## src/rtl/wdtw_regs.svh

```systemverilog
/*
  Register offsets, field positions, reset values and timing counts of the
  windowed watchdog. Assumes inclusion by the top module and the bench.
*/
`ifndef WDTW_REGS_SVH
`define WDTW_REGS_SVH

`define WDTW_RSTCTL_OFS 8'h00
`define WDTW_STAT_OFS   8'h04
`define WDTW_MASK_OFS   8'h08
`define WDTW_CNT_OFS    8'h0c
`define WDTW_CFG_OFS    8'h10

`define WDTW_SWEN_BIT 5
`define WDTW_TOF_BIT  4
`define WDTW_SLP_BIT  3
`define WDTW_IDL_BIT  2

`define WDTW_EV_TOUT  0
`define WDTW_EV_EARLY 1
`define WDTW_EV_WAKE  2
`define WDTW_EV_RST   3'h0

`define WDTW_OSC_HZ       32000
`define WDTW_PER_SHORT_US 1000
`define WDTW_PER_LONG_US  4000
`define WDTW_PRE_SHORT_DIV (`WDTW_OSC_HZ * `WDTW_PER_SHORT_US / 1000000)
`define WDTW_PRE_LONG_DIV  (`WDTW_OSC_HZ * `WDTW_PER_LONG_US / 1000000)
`define WDTW_PRE_SHORT_SH 5
`define WDTW_PRE_LONG_SH  7

`endif

```

## src/rtl/wdtw_pkg.sv

```systemverilog
/*
  Types of the windowed watchdog: configuration word and power states.
  Assumes nothing of its surroundings.
*/
package wdtw_pkg;

  typedef struct packed {
    logic       fuse_watchdog_enable;
    logic       window_mode_disable;
    logic       spare;
    logic       prescale_select_bit;
    logic [3:0] postscale_select_field;
  } wdtw_cfg_t;

  typedef enum logic [1:0] {
    WDTW_RUN,
    WDTW_SLEEP,
    WDTW_IDLE
  } wdtw_state_t;

endpackage : wdtw_pkg

```

## src/rtl/wdtw_top.sv

```systemverilog
/*
  Windowed watchdog timer with an AXI4-Lite register slave and a level
  interrupt. Assumes one 40 MHz clock, a synchronous active-high reset,
  a free oscillator input that is slow against the clock, and one-cycle
  instruction and event strobes from logic on the same clock.
*/
// Contract
// - count on low-power oscillator, enable turns it on
// - prescaler divides by 32 or 128
// - prescaler period 1 ms or 4 ms
// - postscaler 16 ratios from 1:1 to 1:32768
// - any device reset clears all counters
// - completed clock switch clears all counters
// - power-save entry clears all counters
// - power-save exit clears all counters
// - clear instruction clears all counters; here only in run state, ignored in sleep/idle
// - counts in sleep/idle, time-out wakes device
// - fuse enable forces watchdog always on
// - otherwise software enable bit runs watchdog
// - device reset clears software enable bit
// - early clear in window mode resets device
// - sticky time-out flag until software clears
`timescale 1ns/1ps
`include "wdtw_regs.svh"

module wdtw_top
  import wdtw_pkg::*;
(
  input  wire logic        CLK,
  input  wire logic        SRST,
  input  wire logic        DEV_RST,
  input  wire logic        LOW_POWER_RC_OSCILLATOR,
  input  wire logic        WATCHDOG_CLEAR_INSTRUCTION,
  input  wire logic        POWER_SAVE_INSTRUCTION,
  input  wire logic        POWER_SAVE_IDLE,
  input  wire logic        WAKE_EVT,
  input  wire logic        CLKSW_DONE,
  input  wire wdtw_cfg_t   CFG_WORD,
  input  wire logic [7:0]  S_AXI_AWADDR,
  input  wire logic        S_AXI_AWVALID,
  output logic             S_AXI_AWREADY,
  input  wire logic [31:0] S_AXI_WDATA,
  input  wire logic [3:0]  S_AXI_WSTRB,
  input  wire logic        S_AXI_WVALID,
  output logic             S_AXI_WREADY,
  output logic [1:0]       S_AXI_BRESP,
  output logic             S_AXI_BVALID,
  input  wire logic        S_AXI_BREADY,
  input  wire logic [7:0]  S_AXI_ARADDR,
  input  wire logic        S_AXI_ARVALID,
  output logic             S_AXI_ARREADY,
  output logic [31:0]      S_AXI_RDATA,
  output logic [1:0]       S_AXI_RRESP,
  output logic             S_AXI_RVALID,
  input  wire logic        S_AXI_RREADY,
  output logic             LOW_POWER_RC_OSCILLATOR_EN,
  output logic             WDT_RESET,
  output logic             WAKE_REQ,
  output logic             IRQ
);

  // ---------------------------------------------------------------
  // Declarations
  // ---------------------------------------------------------------
  wdtw_cfg_t   cfg_r;
  wdtw_state_t state_r;
  logic        osc_s1_r;
  logic        osc_s2_r;
  logic        osc_s3_r;
  logic [6:0]  pre_cnt_r;
  logic [14:0] post_cnt_r;
  logic        swen_r;
  logic        tof_r;
  logic        slp_r;
  logic        idl_r;
  logic [2:0]  stat_r;
  logic [2:0]  mask_r;
  logic        wdt_rst_r;
  logic        wake_r;
  logic        aw_ok_r;
  logic        w_ok_r;
  logic [7:0]  awaddr_r;
  logic [7:0]  wdata_r;
  logic        wlane_r;
  logic        bvalid_r;
  logic [1:0]  bresp_r;
  logic        rvalid_r;
  logic [1:0]  rresp_r;
  logic [31:0] rdata_r;

  logic        wdt_en;
  logic        osc_tick;
  logic        running;
  logic        psave_go;
  logic        clear_run;
  logic        exit_ps;
  logic        any_dev_rst;
  logic        clr_cnt;
  logic [6:0]  pre_last;
  logic        pre_end;
  logic [14:0] post_last;
  logic        post_end;
  logic        tout;
  logic        early;
  logic [21:0] elapsed;
  logic [22:0] total;
  logic [22:0] win_start;
  logic        win_open;
  logic        wr_go;
  logic        rd_go;
  logic        wr_map;
  logic        w1c_tof;
  logic        w1c_slp;
  logic        w1c_idl;
  logic [2:0]  ev;
  logic [2:0]  stat_w1c;
  logic [31:0] rd_mux;
  logic        rd_map;

  // ---------------------------------------------------------------
  // Configuration word
  // ---------------------------------------------------------------
  // The word is fuse-like: caught while reset is held and frozen after
  // release, so software cannot defeat the fuse enable at run time.
  always_ff @(posedge CLK) begin
    if (SRST) begin
      cfg_r <= CFG_WORD;
    end
  end

  // ---------------------------------------------------------------
  // Oscillator input and enable
  // ---------------------------------------------------------------
  assign wdt_en  = cfg_r.fuse_watchdog_enable | swen_r;
  assign LOW_POWER_RC_OSCILLATOR_EN = wdt_en;

  always_ff @(posedge CLK) begin
    if (SRST) begin
      osc_s1_r <= 1'b0;
      osc_s2_r <= 1'b0;
      osc_s3_r <= 1'b0;
    end else begin
      osc_s1_r <= LOW_POWER_RC_OSCILLATOR;
      osc_s2_r <= osc_s1_r;
      osc_s3_r <= osc_s2_r;
    end
  end

  // One tick per rising oscillator edge, only while enabled.
  assign osc_tick = wdt_en & osc_s2_r & ~osc_s3_r;

  // ---------------------------------------------------------------
  // Clearing events
  // ---------------------------------------------------------------
  assign running     = (state_r == WDTW_RUN);
  assign psave_go    = POWER_SAVE_INSTRUCTION & running;
  assign clear_run   = WATCHDOG_CLEAR_INSTRUCTION & running;
  assign exit_ps     = ~running & (WAKE_EVT | tout);
  assign any_dev_rst = SRST | DEV_RST | wdt_rst_r;

  assign clr_cnt = any_dev_rst
                 | CLKSW_DONE
                 | psave_go
                 | exit_ps
                 | clear_run;

  // ---------------------------------------------------------------
  // Prescaler and postscaler
  // ---------------------------------------------------------------
  assign pre_last = cfg_r.prescale_select_bit ?
                    7'(`WDTW_PRE_LONG_DIV - 1) :
                    7'(`WDTW_PRE_SHORT_DIV - 1);
  assign pre_end  = (pre_cnt_r == pre_last);

  assign post_last = 15'((16'h0001 << cfg_r.postscale_select_field) - 16'h0001);
  assign post_end  = (post_cnt_r == post_last);

  assign tout = osc_tick & pre_end & post_end;

  always_ff @(posedge CLK) begin
    if (clr_cnt) begin
      pre_cnt_r <= 7'h00;
    end else if (osc_tick) begin
      pre_cnt_r <= pre_end ? 7'h00 : pre_cnt_r + 7'h01;
    end
  end

  always_ff @(posedge CLK) begin
    if (clr_cnt) begin
      post_cnt_r <= 15'h0000;
    end else if (osc_tick && pre_end) begin
      post_cnt_r <= post_end ? 15'h0000 : post_cnt_r + 15'h0001;
    end
  end

  // ---------------------------------------------------------------
  // Clear window
  // ---------------------------------------------------------------
  // Elapsed oscillator ticks in the period; the window is the last
  // quarter of the whole period, prescaler and postscaler together.
  assign elapsed = cfg_r.prescale_select_bit ?
                   {post_cnt_r, pre_cnt_r} :
                   {2'b00, post_cnt_r, pre_cnt_r[4:0]};
  assign total = 23'h000001 << (5'(cfg_r.postscale_select_field) +
                 (cfg_r.prescale_select_bit ? 5'(`WDTW_PRE_LONG_SH) :
                                              5'(`WDTW_PRE_SHORT_SH)));
  assign win_start = total - (total >> 2);
  assign win_open  = ({1'b0, elapsed} >= win_start);
  assign early = clear_run & wdt_en & ~cfg_r.window_mode_disable & ~win_open;

  // ---------------------------------------------------------------
  // Power state
  // ---------------------------------------------------------------
  always_ff @(posedge CLK) begin
    if (any_dev_rst) begin
      state_r <= WDTW_RUN;
    end else begin
      case (state_r)
        WDTW_RUN: begin
          if (psave_go) begin
            state_r <= POWER_SAVE_IDLE ? WDTW_IDLE : WDTW_SLEEP;
          end
        end
        WDTW_SLEEP, WDTW_IDLE: begin
          if (exit_ps) begin
            state_r <= WDTW_RUN;
          end
        end
        default: begin
          state_r <= WDTW_RUN;
        end
      endcase
    end
  end

  // ---------------------------------------------------------------
  // Reset and wake outputs
  // ---------------------------------------------------------------
  always_ff @(posedge CLK) begin
    if (SRST) begin
      wdt_rst_r <= 1'b0;
      wake_r    <= 1'b0;
    end else begin
      wdt_rst_r <= (tout & running) | early;
      wake_r    <= tout & ~running;
    end
  end

  assign WDT_RESET = wdt_rst_r;
  assign WAKE_REQ  = wake_r;

  // ---------------------------------------------------------------
  // Reset control register
  // ---------------------------------------------------------------
  assign wr_go   = aw_ok_r & w_ok_r & ~bvalid_r;
  assign wr_map  = (awaddr_r == `WDTW_RSTCTL_OFS) | (awaddr_r == `WDTW_STAT_OFS) |
                   (awaddr_r == `WDTW_MASK_OFS) | (awaddr_r == `WDTW_CNT_OFS) |
                   (awaddr_r == `WDTW_CFG_OFS);
  assign w1c_tof = wr_go & wlane_r & (awaddr_r == `WDTW_RSTCTL_OFS) &
                   wdata_r[`WDTW_TOF_BIT];
  assign w1c_slp = wr_go & wlane_r & (awaddr_r == `WDTW_RSTCTL_OFS) &
                   wdata_r[`WDTW_SLP_BIT];
  assign w1c_idl = wr_go & wlane_r & (awaddr_r == `WDTW_RSTCTL_OFS) &
                   wdata_r[`WDTW_IDL_BIT];

  always_ff @(posedge CLK) begin
    if (any_dev_rst) begin
      swen_r <= 1'b0;
    end else if (wr_go && wlane_r && awaddr_r == `WDTW_RSTCTL_OFS) begin
      swen_r <= wdata_r[`WDTW_SWEN_BIT];
    end
  end

  // The time-out flag survives the reset it causes; set wins over clear.
  always_ff @(posedge CLK) begin
    if (SRST) begin
      tof_r <= 1'b0;
    end else if (tout) begin
      tof_r <= 1'b1;
    end else if (w1c_tof) begin
      tof_r <= 1'b0;
    end
  end

  // Hardware only sets these; software must clear them after a wake.
  always_ff @(posedge CLK) begin
    if (SRST) begin
      slp_r <= 1'b0;
      idl_r <= 1'b0;
    end else begin
      if (psave_go && !POWER_SAVE_IDLE) begin
        slp_r <= 1'b1;
      end else if (w1c_slp) begin
        slp_r <= 1'b0;
      end
      if (psave_go && POWER_SAVE_IDLE) begin
        idl_r <= 1'b1;
      end else if (w1c_idl) begin
        idl_r <= 1'b0;
      end
    end
  end

  // ---------------------------------------------------------------
  // Interrupt status and mask
  // ---------------------------------------------------------------
  assign ev[`WDTW_EV_TOUT]  = tout;
  assign ev[`WDTW_EV_EARLY] = early;
  assign ev[`WDTW_EV_WAKE]  = tout & ~running;
  assign stat_w1c = (wr_go && wlane_r && awaddr_r == `WDTW_STAT_OFS) ?
                    wdata_r[2:0] : 3'h0;

  always_ff @(posedge CLK) begin
    if (SRST) begin
      stat_r <= `WDTW_EV_RST;
    end else begin
      stat_r <= ev | (stat_r & ~stat_w1c);
    end
  end

  always_ff @(posedge CLK) begin
    if (SRST) begin
      mask_r <= `WDTW_EV_RST;
    end else if (wr_go && wlane_r && awaddr_r == `WDTW_MASK_OFS) begin
      mask_r <= wdata_r[2:0];
    end
  end

  assign IRQ = |(stat_r & mask_r);

  // ---------------------------------------------------------------
  // AXI4-Lite write channels
  // ---------------------------------------------------------------
  assign S_AXI_AWREADY = ~aw_ok_r & ~bvalid_r;
  assign S_AXI_WREADY  = ~w_ok_r & ~bvalid_r;

  always_ff @(posedge CLK) begin
    if (SRST) begin
      aw_ok_r  <= 1'b0;
      awaddr_r <= 8'h00;
    end else if (S_AXI_AWVALID && S_AXI_AWREADY) begin
      aw_ok_r  <= 1'b1;
      awaddr_r <= {S_AXI_AWADDR[7:2], 2'b00};
    end else if (wr_go) begin
      aw_ok_r <= 1'b0;
    end
  end

  always_ff @(posedge CLK) begin
    if (SRST) begin
      w_ok_r  <= 1'b0;
      wdata_r <= 8'h00;
      wlane_r <= 1'b0;
    end else if (S_AXI_WVALID && S_AXI_WREADY) begin
      w_ok_r  <= 1'b1;
      wdata_r <= S_AXI_WDATA[7:0];
      wlane_r <= S_AXI_WSTRB[0];
    end else if (wr_go) begin
      w_ok_r <= 1'b0;
    end
  end

  always_ff @(posedge CLK) begin
    if (SRST) begin
      bvalid_r <= 1'b0;
      bresp_r  <= 2'b00;
    end else if (wr_go) begin
      bvalid_r <= 1'b1;
      bresp_r  <= wr_map ? 2'b00 : 2'b10;
    end else if (S_AXI_BREADY) begin
      bvalid_r <= 1'b0;
    end
  end

  assign S_AXI_BVALID = bvalid_r;
  assign S_AXI_BRESP  = bresp_r;

  // ---------------------------------------------------------------
  // AXI4-Lite read channels
  // ---------------------------------------------------------------
  assign S_AXI_ARREADY = ~rvalid_r;
  assign rd_go         = S_AXI_ARVALID & ~rvalid_r;

  always_comb begin
    rd_mux = 32'h0000_0000;
    rd_map = 1'b1;
    case ({S_AXI_ARADDR[7:2], 2'b00})
      `WDTW_RSTCTL_OFS: begin
        rd_mux[`WDTW_SWEN_BIT] = swen_r;
        rd_mux[`WDTW_TOF_BIT]  = tof_r;
        rd_mux[`WDTW_SLP_BIT]  = slp_r;
        rd_mux[`WDTW_IDL_BIT]  = idl_r;
      end
      `WDTW_STAT_OFS: rd_mux[2:0] = stat_r;
      `WDTW_MASK_OFS: rd_mux[2:0] = mask_r;
      `WDTW_CNT_OFS: begin
        rd_mux[21:0]  = elapsed;
        rd_mux[25:24] = state_r;
      end
      `WDTW_CFG_OFS: rd_mux[7:0] = cfg_r;
      default: rd_map = 1'b0;
    endcase
  end

  always_ff @(posedge CLK) begin
    if (SRST) begin
      rvalid_r <= 1'b0;
      rdata_r  <= 32'h0000_0000;
      rresp_r  <= 2'b00;
    end else if (rd_go) begin
      rvalid_r <= 1'b1;
      rdata_r  <= rd_mux;
      rresp_r  <= rd_map ? 2'b00 : 2'b10;
    end else if (S_AXI_RREADY) begin
      rvalid_r <= 1'b0;
    end
  end

  assign S_AXI_RVALID = rvalid_r;
  assign S_AXI_RDATA  = rdata_r;
  assign S_AXI_RRESP  = rresp_r;

endmodule : wdtw_top

```

## config.mk

```make
export PLATFORM = sky130hd
export DESIGN_NAME = wdtw_top
export DESIGN_NICKNAME = d
export VERILOG_FILES = /design/src/rtl/wdtw_pkg.sv /design/src/rtl/wdtw_top.sv
export VERILOG_INCLUDE_DIRS = /design/src /design/src/rtl
export SDC_FILE = /design/constraint.sdc
export NUM_CORES = 1
export LEC_CHECK = 0
export ABC_AREA = 1
export BUFFER_PORTS_ARGS = -buffer_cell sky130_fd_sc_hd__buf_4
export CORE_AREA = 10 10 121 123
export CTS_CLUSTER_DIAMETER = 100
export DETAILED_ROUTE_END_ITERATION = 10
export DIE_AREA = 0 0 131 133
export PLACE_DENSITY = 0.88
export SKIP_LAST_GASP = 1
export SYNTH_ARGS = -nofsm -noshare
export SYNTH_HDL_FRONTEND = slang
export SYNTH_SLANG_ARGS = --single-unit
```

## constraint.sdc

```tcl
create_clock -name CLK -period 10.5 [get_ports CLK]
set_clock_uncertainty 0.2 [all_clocks]
set_input_delay 0.525 -clock CLK [delete_from_list [all_inputs] [get_ports CLK]]
set_output_delay 0.525 -clock CLK [all_outputs]
set_load 0.005 [all_outputs]
```

Word level (Yosys, flattened, before mapping)
Index checks and enable logic that the tools add are counted.
- $add $sub $neg: 5
- muxes and demuxes: 32
- eq/ne operators: 14
- reductions and logical operators: 24
- bitwise gates (word level): 47
- shift operators: 2
- $lt $le $gt $ge: 1
- operator list (operator ; count):
    equality test 6 x 2 -> 1 bit, second input constant ; 4
    >= comparator 22 x 23 -> 1 bit ; 1
    << shifter 1 x 5 -> 23 bit, first input constant ; 1
    subtractor 23 x 21 -> 23 bit ; 1
    bitwise AND 1 bit ; 22
    2-to-1 mux 22 bit ; 1
    adder 15 x 1 -> 15 bit, second input constant ; 1
    equality test 15 bit ; 1
    2-to-1 mux 15 bit ; 1
    << shifter 1 x 4 -> 15 bit, first input constant ; 1
    subtractor 15 x 1 -> 15 bit, second input constant ; 1
    2-to-1 mux 1 bit ; 14
    2-to-1 mux 14 bit ; 1
    2-to-1 mux 2 bit ; 7
    2-to-1 mux 7 bit ; 2
    nonzero test 2 bit ; 7
    bitwise OR 1 bit ; 13
    equality test 6 x 1 -> 1 bit, second input constant ; 2
    equality test 6 x 3 -> 1 bit, second input constant ; 2
    logical AND 1 bit ; 9
    one-hot mux 3 bit (3 select lines) ; 1
    logical NOT 8 bit ; 1
    inverter 1 bit ; 8
    one-hot mux 2 bit (2 select lines) ; 2
    20 further kinds ; 21
- input bits: 74
- output and inout port bits: 45
- register bits after elaboration: 92
- word-level logic and storage cells: 154

Longest topological paths before layout
- depth in word-level cells: 9
- depth in mapped cells: 31
- depth with buffers taken out: 31

Worst setup path before layout
Ideal clock, no wire load.
- path type: register to register
- start: register cfg_r[1] (netlist bit)
- end: register wdt_rst_r, in the netlist WDT_RESET
- data required time: 10.229 ns
- data arrival time: 3.561 ns
- path buffers: 0
- stages on the path, launching flop included: 28
- setup slack: 6.669 ns
- library setup time: 0.071 ns
- clock period less this slack: 3.831 ns
- path through: edfxtp_1 -> ha_1 -> nand2_4 -> nand2_4 -> nor2_2 -> nand2_1 -> ha_1 -> nand3_1 -> nand2_1 -> nand3_1 -> nand2_1 -> nor2_1 -> nand3b_1 -> nand2_1 -> nand2_1 -> a21oi_1 -> o21ai_1 -> xnor2_1 -> ha_1 -> nand2_1 -> inv_1 -> a221oi_1 -> nand2_1 -> nand2_1 -> nand2_1 -> nand3_1 -> nand2_1 -> a21oi_1
- longest elaborated chain between the ends: 7
- elaborated cells between the ends (all ways): 12
- those cells by class: add/sub (3); order compare (1); eq/ne (1); shift (2); bitwise (5)
- ends and longest elaborated chain (what ; RTL line ; source):
    from (decl) ; wdtw_top.sv:65 ; wdtw_cfg_t cfg_r;
    from (signal assigned) ; wdtw_top.sv:127 ; cfg_r <= CFG_WORD;
    adder 4 x 3 -> 5 bit ; wdtw_top.sv:204 ; assign total = 23'h000001 << (5'(cfg_r.postscale_select_field) +
    << shifter 1 x 5 -> 23 bit ; wdtw_top.sv:204 ;
    subtractor 23 x 21 -> 23 bit ; wdtw_top.sv:207 ; assign win_start = total - (total >> 2);
    >= comparator 22 x 23 -> 1 bit ; wdtw_top.sv:208 ; assign win_open = ({1'b0, elapsed} >= win_start);
    inverter 1 bit ; wdtw_top.sv:209 ; assign early = clear_run & wdt_en & ~cfg_r.window_mode_disable & ~win_open;
    bitwise AND 1 bit ; wdtw_top.sv:209 ;
    bitwise OR 1 bit (*) ; wdtw_top.sv:244 ; wdt_rst_r <= (tout & running) | early;
    to (signal assigned) ; wdtw_top.sv:244 ;
    to (decl) ; wdtw_top.sv:78 ; logic wdt_rst_r;
Mark *: on every way between the ends. The rest lies on a longest branch, timed or not.
A chain may end at the register's enable or synchronous reset.

Final worst setup path
- start: register cfg_r[4] (netlist bit)
- end: register wdt_rst_r, in the netlist WDT_RESET
- longest elaborated chain between the ends: 8
- elaborated cells between the ends (all ways): 14
- those cells by class: add/sub (2); order compare (1); eq/ne (1); shift (1); mux (3); bitwise (6)
- ends and longest elaborated chain (what ; RTL line ; source):
    2-to-1 mux 2 bit ; wdtw_top.sv:205 ; (cfg_r.prescale_select_bit ? 5'(`WDTW_PRE_LONG_SH) :
    adder 4 x 3 -> 5 bit ; wdtw_top.sv:204 ;
    << shifter 1 x 5 -> 23 bit ; wdtw_top.sv:204 ;
    subtractor 23 x 21 -> 23 bit ; wdtw_top.sv:207 ;
    >= comparator 22 x 23 -> 1 bit ; wdtw_top.sv:208 ;
    inverter 1 bit ; wdtw_top.sv:209 ;
    bitwise AND 1 bit ; wdtw_top.sv:209 ;
    bitwise OR 1 bit (*) ; wdtw_top.sv:244 ;
Marked as above.

==> qor_table.md <==
| Metric | Value | Unit |
|:---|:---|:---|
| Vias per cell | 5.34 | - |
| Clock sink count | 90 | - |
| Top-level port count | 119 | - |
| Number of flops mapped to enable cells by yosys | 8 | - |
| Switching share of total power | 0.354 | - |
| Minimum setup slack in the final design | 5.10 | ns |
| Synthesized flop and latch total | 90 | - |
| Final-layout setup total negative slack | 0 | ns |
| Mean post-synth cell area | 6.66 | um^2 |
| Final Hold Violating Endpoints | 0 | - |
| Internal power component | 0.641 | mW |
| Placement Setup Slack | 5.24 | ns |
| Die outline width | 131 | um |
| Number of DRC violations after detailed-routing iteration 0 | 545 | - |
| Area growth from synthesis to final layout | 14.7 | % |
| Kind of critical path | reg2reg | - |
| Post-layout net count | 1,169 | - |
| TritonCTS clock tree | yes | - |
| Leakage | 3.55 | nW |
| DRC violation count after routing | 0 | - |
| Reg power frac | 0.381 | - |
| Largest area contributor in the netlist | sky130_fd_sc_hd__dfxtp_1 | - |
| Internal reg-to-reg setup slack | 5.10 | ns |
| Hold path endpoint | cfg_r[1]$_DFFE_PP_ | - |
| Cell Pwr Density | 132 | nW/um^2 |
| Most numerous cell in the Yosys netlist | sky130_fd_sc_hd__nand2_1 | - |
| Area of combinational cells with multiple inputs | 4090 | um^2 |
| Headroom to the max-slew limit | 0.192 | - |
| Die extent in y | 133 | um |
| Ratio of cells with drive above 1 in the final layout | 0.144 | - |
| Worst path max stage delay | 1.08 | ns |
| # hold bufs at CTS | 0 | - |
| Leading post-synthesis cells by cell area | sky130_fd_sc_hd__dfxtp_1 25%, sky130_fd_sc_hd__nand2_1 13%, sky130_fd_sc_hd__ha_1 7.4%, sky130_fd_sc_hd__nor2_1 6.6%, sky130_fd_sc_hd__inv_1 6.5% | - |
| Combinational share of power | 0.295 | - |
| Yosys cell types | 56 | - |
| Number of warning messages in the yosys log | 0 | - |
| Die area | 17,400 | um^2 |
| Number of iterations in the first detailed-routing pass | 5 | - |
| Clock group share of total power | 0.324 | - |
| Core area | 12,400 | um^2 |
| Most Frequent Cell on Critical Path | sky130_fd_sc_hd__nand2_1 | - |
| Cell class contributing the biggest share of worst-path delay | simple AND/OR/NAND/NOR gates | - |
| Maximum vdd ir drop | 0.128 | mV |
| Hold path depth | 1 | - |
| Worst reg2reg path depth | 29 | - |
| Net Switching | 0.351 | mW |
| Sequential fraction of the synthesis area | 0.287 | - |
| H-Tree Level Count | 3 | - |
| Worst-case clock buffer depth | 2 | - |
| Share of synthesized flip-flops with an asynchronous set or reset | 0 | - |
| Via count of the first global-routing pass | 6,150 | - |
| Max Clk Rate | 0.185 | GHz |
| Buffers added on ports | 75 | - |
| GRT Util Overall | 0.204 | - |
| Max_cap viols | 0 | - |
| Start point of the worst min-delay path | CFG_WORD[1] | - |
| Dominant register cell in the synthesized netlist | sky130_fd_sc_hd__dfxtp_1 | - |
| Final weighted congestion in routability-driven placement | 1.01 | - |
| Clock root cell | sky130_fd_sc_hd__clkbuf_16 | - |
| Startpoint types | register | - |
| Filler Cell Count | 1,148 | - |
| Wire length of the first global-routing pass | 29,100 | um |
| Slew at the pin with the worst max-slew slack | 1.21 | ns |
| Arrival @ worst endpoint | 5.41 | ns |
| Endpoint required time on the critical path | 10.51 | ns |
| PostCTS Resize Cnt | 0 | - |
| Post-synth top cells | 224 x sky130_fd_sc_hd__nand2_1, 116 x sky130_fd_sc_hd__nor2_1, 113 x sky130_fd_sc_hd__inv_1, 82 x sky130_fd_sc_hd__dfxtp_1 | - |
| Number of setup buffers added after CTS | 0 | - |
| Clock-pin slew on the worst setup and hold paths | 0.08 | ns |
| Post-DP HPWL | 14,200 | um |
| Reg-to-Reg End | WDT_RESET$_SDFF_PP0_ | - |
| Detail-routed net length per standard cell | 14.6 | um |
| Yosys top cell area share | 0.251 | - |
| Synthesized instance count | 983 | - |
| Number of cells in the design after placement | 1,216 | - |
| Count of antenna-violating nets left after detailed routing | 0 | - |
| Initial core utilization | 0.530 | - |
| Via count | 6,583 | - |
| Fin. max-slew vios | 0 | - |
| Count of placed standard cells in the final layout, fillers left out | 1,232 | - |
| Post-Synthesis Cell Area | 6550 | um^2 |
| Clock latency at the later pin of the worst-skew pair | 0.35 | ns |
| Startpoint of the lowest-slack register-to-register path | cfg_r[4]$_DFFE_PP_ | - |
| Result of the run | complete, no violations | - |
| Number of buffer and inverter instances along the worst setup path | 0 | - |
| Critical path capture point type | register | - |
| Crit share post-route | 0.514 | - |
| Critical-path cell with the highest stage delay | sky130_fd_sc_hd__edfxtp_1 | - |
| Final critical path time including I/O delays and setup | 5.40 | ns |
| Power, Total | 0.992 | mW |
| Worst hold path class | in2reg | - |
| Initial antenna violation count | 0 | - |
| Final WL | 17,900 | um |
| Total global routing overflow | 0 | - |
| Number of placement rows | 41 | - |
| Number of inserted diodes | 0 | - |
| Unrepaired setup endpoints after global routing | false | - |
| Worst-path fanout max | 35 | - |
| Total clock buffers created by CTS | 9 | - |
| Final count of negative-setup-slack endpoints | 0 | - |
| Footprint of the flip-flops and latches | 1880 | um^2 |
| Maximum number of pins on one net before global-route repair | 43 | - |
kinds of logic (layout without fill, tap and decap cells):
group / after synthesis / after routing / synth area share
and+or+nand+nor: 480 / 480 / 0.331
AOI/OAI and AO/OA: 178 / 178 / 0.152
buffers and inverters: 156 / 215 / 0.0997
DFF: 90 / 90 / 0.287
adders and majority gates: 40 / 40 / 0.0776
xor gates and xnor gates: 37 / 37 / 0.0506
other: 2 / 20 / 0.00115
layout by cell type (no fill, tap or decap), types with 5 or more instances in the layout:
cell type | netlist | routed
sky130_fd_sc_hd__buf_4 | 11 | 76
sky130_fd_sc_hd__nand2_4 | 5 | 5
sky130_fd_sc_hd__inv_2 | 9 | 9
sky130_fd_sc_hd__conb_1 | 2 | 20
sky130_fd_sc_hd__nand4_1 | 10 | 10
sky130_fd_sc_hd__nand3_1 | 53 | 53
sky130_fd_sc_hd__nand2_2 | 12 | 12
sky130_fd_sc_hd__dfxtp_1 | 82 | 82
sky130_fd_sc_hd__o21ai_0 | 69 | 69
sky130_fd_sc_hd__ha_1 | 39 | 39
sky130_fd_sc_hd__xnor2_1 | 10 | 10
sky130_fd_sc_hd__clkbuf_16 | 0 | 9
sky130_fd_sc_hd__inv_1 | 113 | 113
sky130_fd_sc_hd__a21oi_1 | 69 | 69
sky130_fd_sc_hd__edfxtp_1 | 8 | 8
sky130_fd_sc_hd__nor2_1 | 116 | 116
sky130_fd_sc_hd__nand3_2 | 7 | 7
sky130_fd_sc_hd__nand2_1 | 224 | 224
sky130_fd_sc_hd__nor2_2 | 9 | 9
sky130_fd_sc_hd__xor2_1 | 26 | 26
sky130_fd_sc_hd__nor3_1 | 22 | 21
sequential cells by signal, summed over array words and instances (netlist names), 2 cells and up:
signal / flops
pre_cnt_r: 7
stat_r: 3
wdata_r: 6
state_r: 2
post_cnt_r: 15
awaddr_r: 6
S_AXI_RDATA: 24
mask_r: 3
cfg_r: 8
layer usage:
layer	track usage	part of all wire
met5	0	0
met4	0.0630	0.026
met3	0.0332	0.070
met2	0.339	0.47
met1	0.262	0.43
power by group through the flow:
stage          clock network (mW)  registers, mW  logic [mW]
2_1_floorplan                   0          0.377       0.223
3_3_place_gp                    0          0.384       0.283
3_5_place_dp                    0          0.385       0.289
4_1_cts                     0.323          0.377       0.290
5_1_grt                     0.339          0.380       0.332
6_report                    0.322          0.378       0.292
stage by stage:
stage / utilization / hold WS, ns / area, um^2
floorplan: - / 0.188 / 6620
global placement: 0.584 / 0.190 / 7220
detailed placement: 0.584 / 0.202 / 7220
CTS: 0.608 / 0.146 / 7510
global route: 0.608 / 0.148 / 7510
finish: 0.608 / 0.146 / 7510
worst reg2reg max path, delay by kind of cell (launching register included):
family / cells / cell delay, ns
XOR/XNOR: 1 / 0.18
adder cells (fa/ha/maj): 3 / 1.10
flip-flops: 1 / 1.08
AO/OA/AOI/OAI: 1 / 0.07
AND/OR/NAND/NOR: 24 / 2.64
worst max path at each step:
stage                             from              endpoint  slack [ns]  cells after the start
CTS                 cfg_r[4]$_DFFE_PP_  WDT_RESET$_SDFF_PP0_        5.20                     29
floorplan           cfg_r[1]$_DFFE_PP_  WDT_RESET$_SDFF_PP0_        6.67                     27
global route        cfg_r[4]$_DFFE_PP_  WDT_RESET$_SDFF_PP0_        4.63                     29
global placement    cfg_r[4]$_DFFE_PP_  WDT_RESET$_SDFF_PP0_        5.24                     29
finish              cfg_r[4]$_DFFE_PP_  WDT_RESET$_SDFF_PP0_        5.10                     29
detailed placement  cfg_r[4]$_DFFE_PP_  WDT_RESET$_SDFF_PP0_        5.24                     29
layout make-up:
type | instances | area share
multi-input combinational | 755 | 0.544
sequential | 90 | 0.250
timing repair buffer | 76 | 0.0759
inverter | 123 | 0.0616
clock buffer | 9 | 0.0300
tap | 172 | 0.0286
clock inverter | 7 | 0.00949
Note: power is estimated with default switching activity, not from simulation.
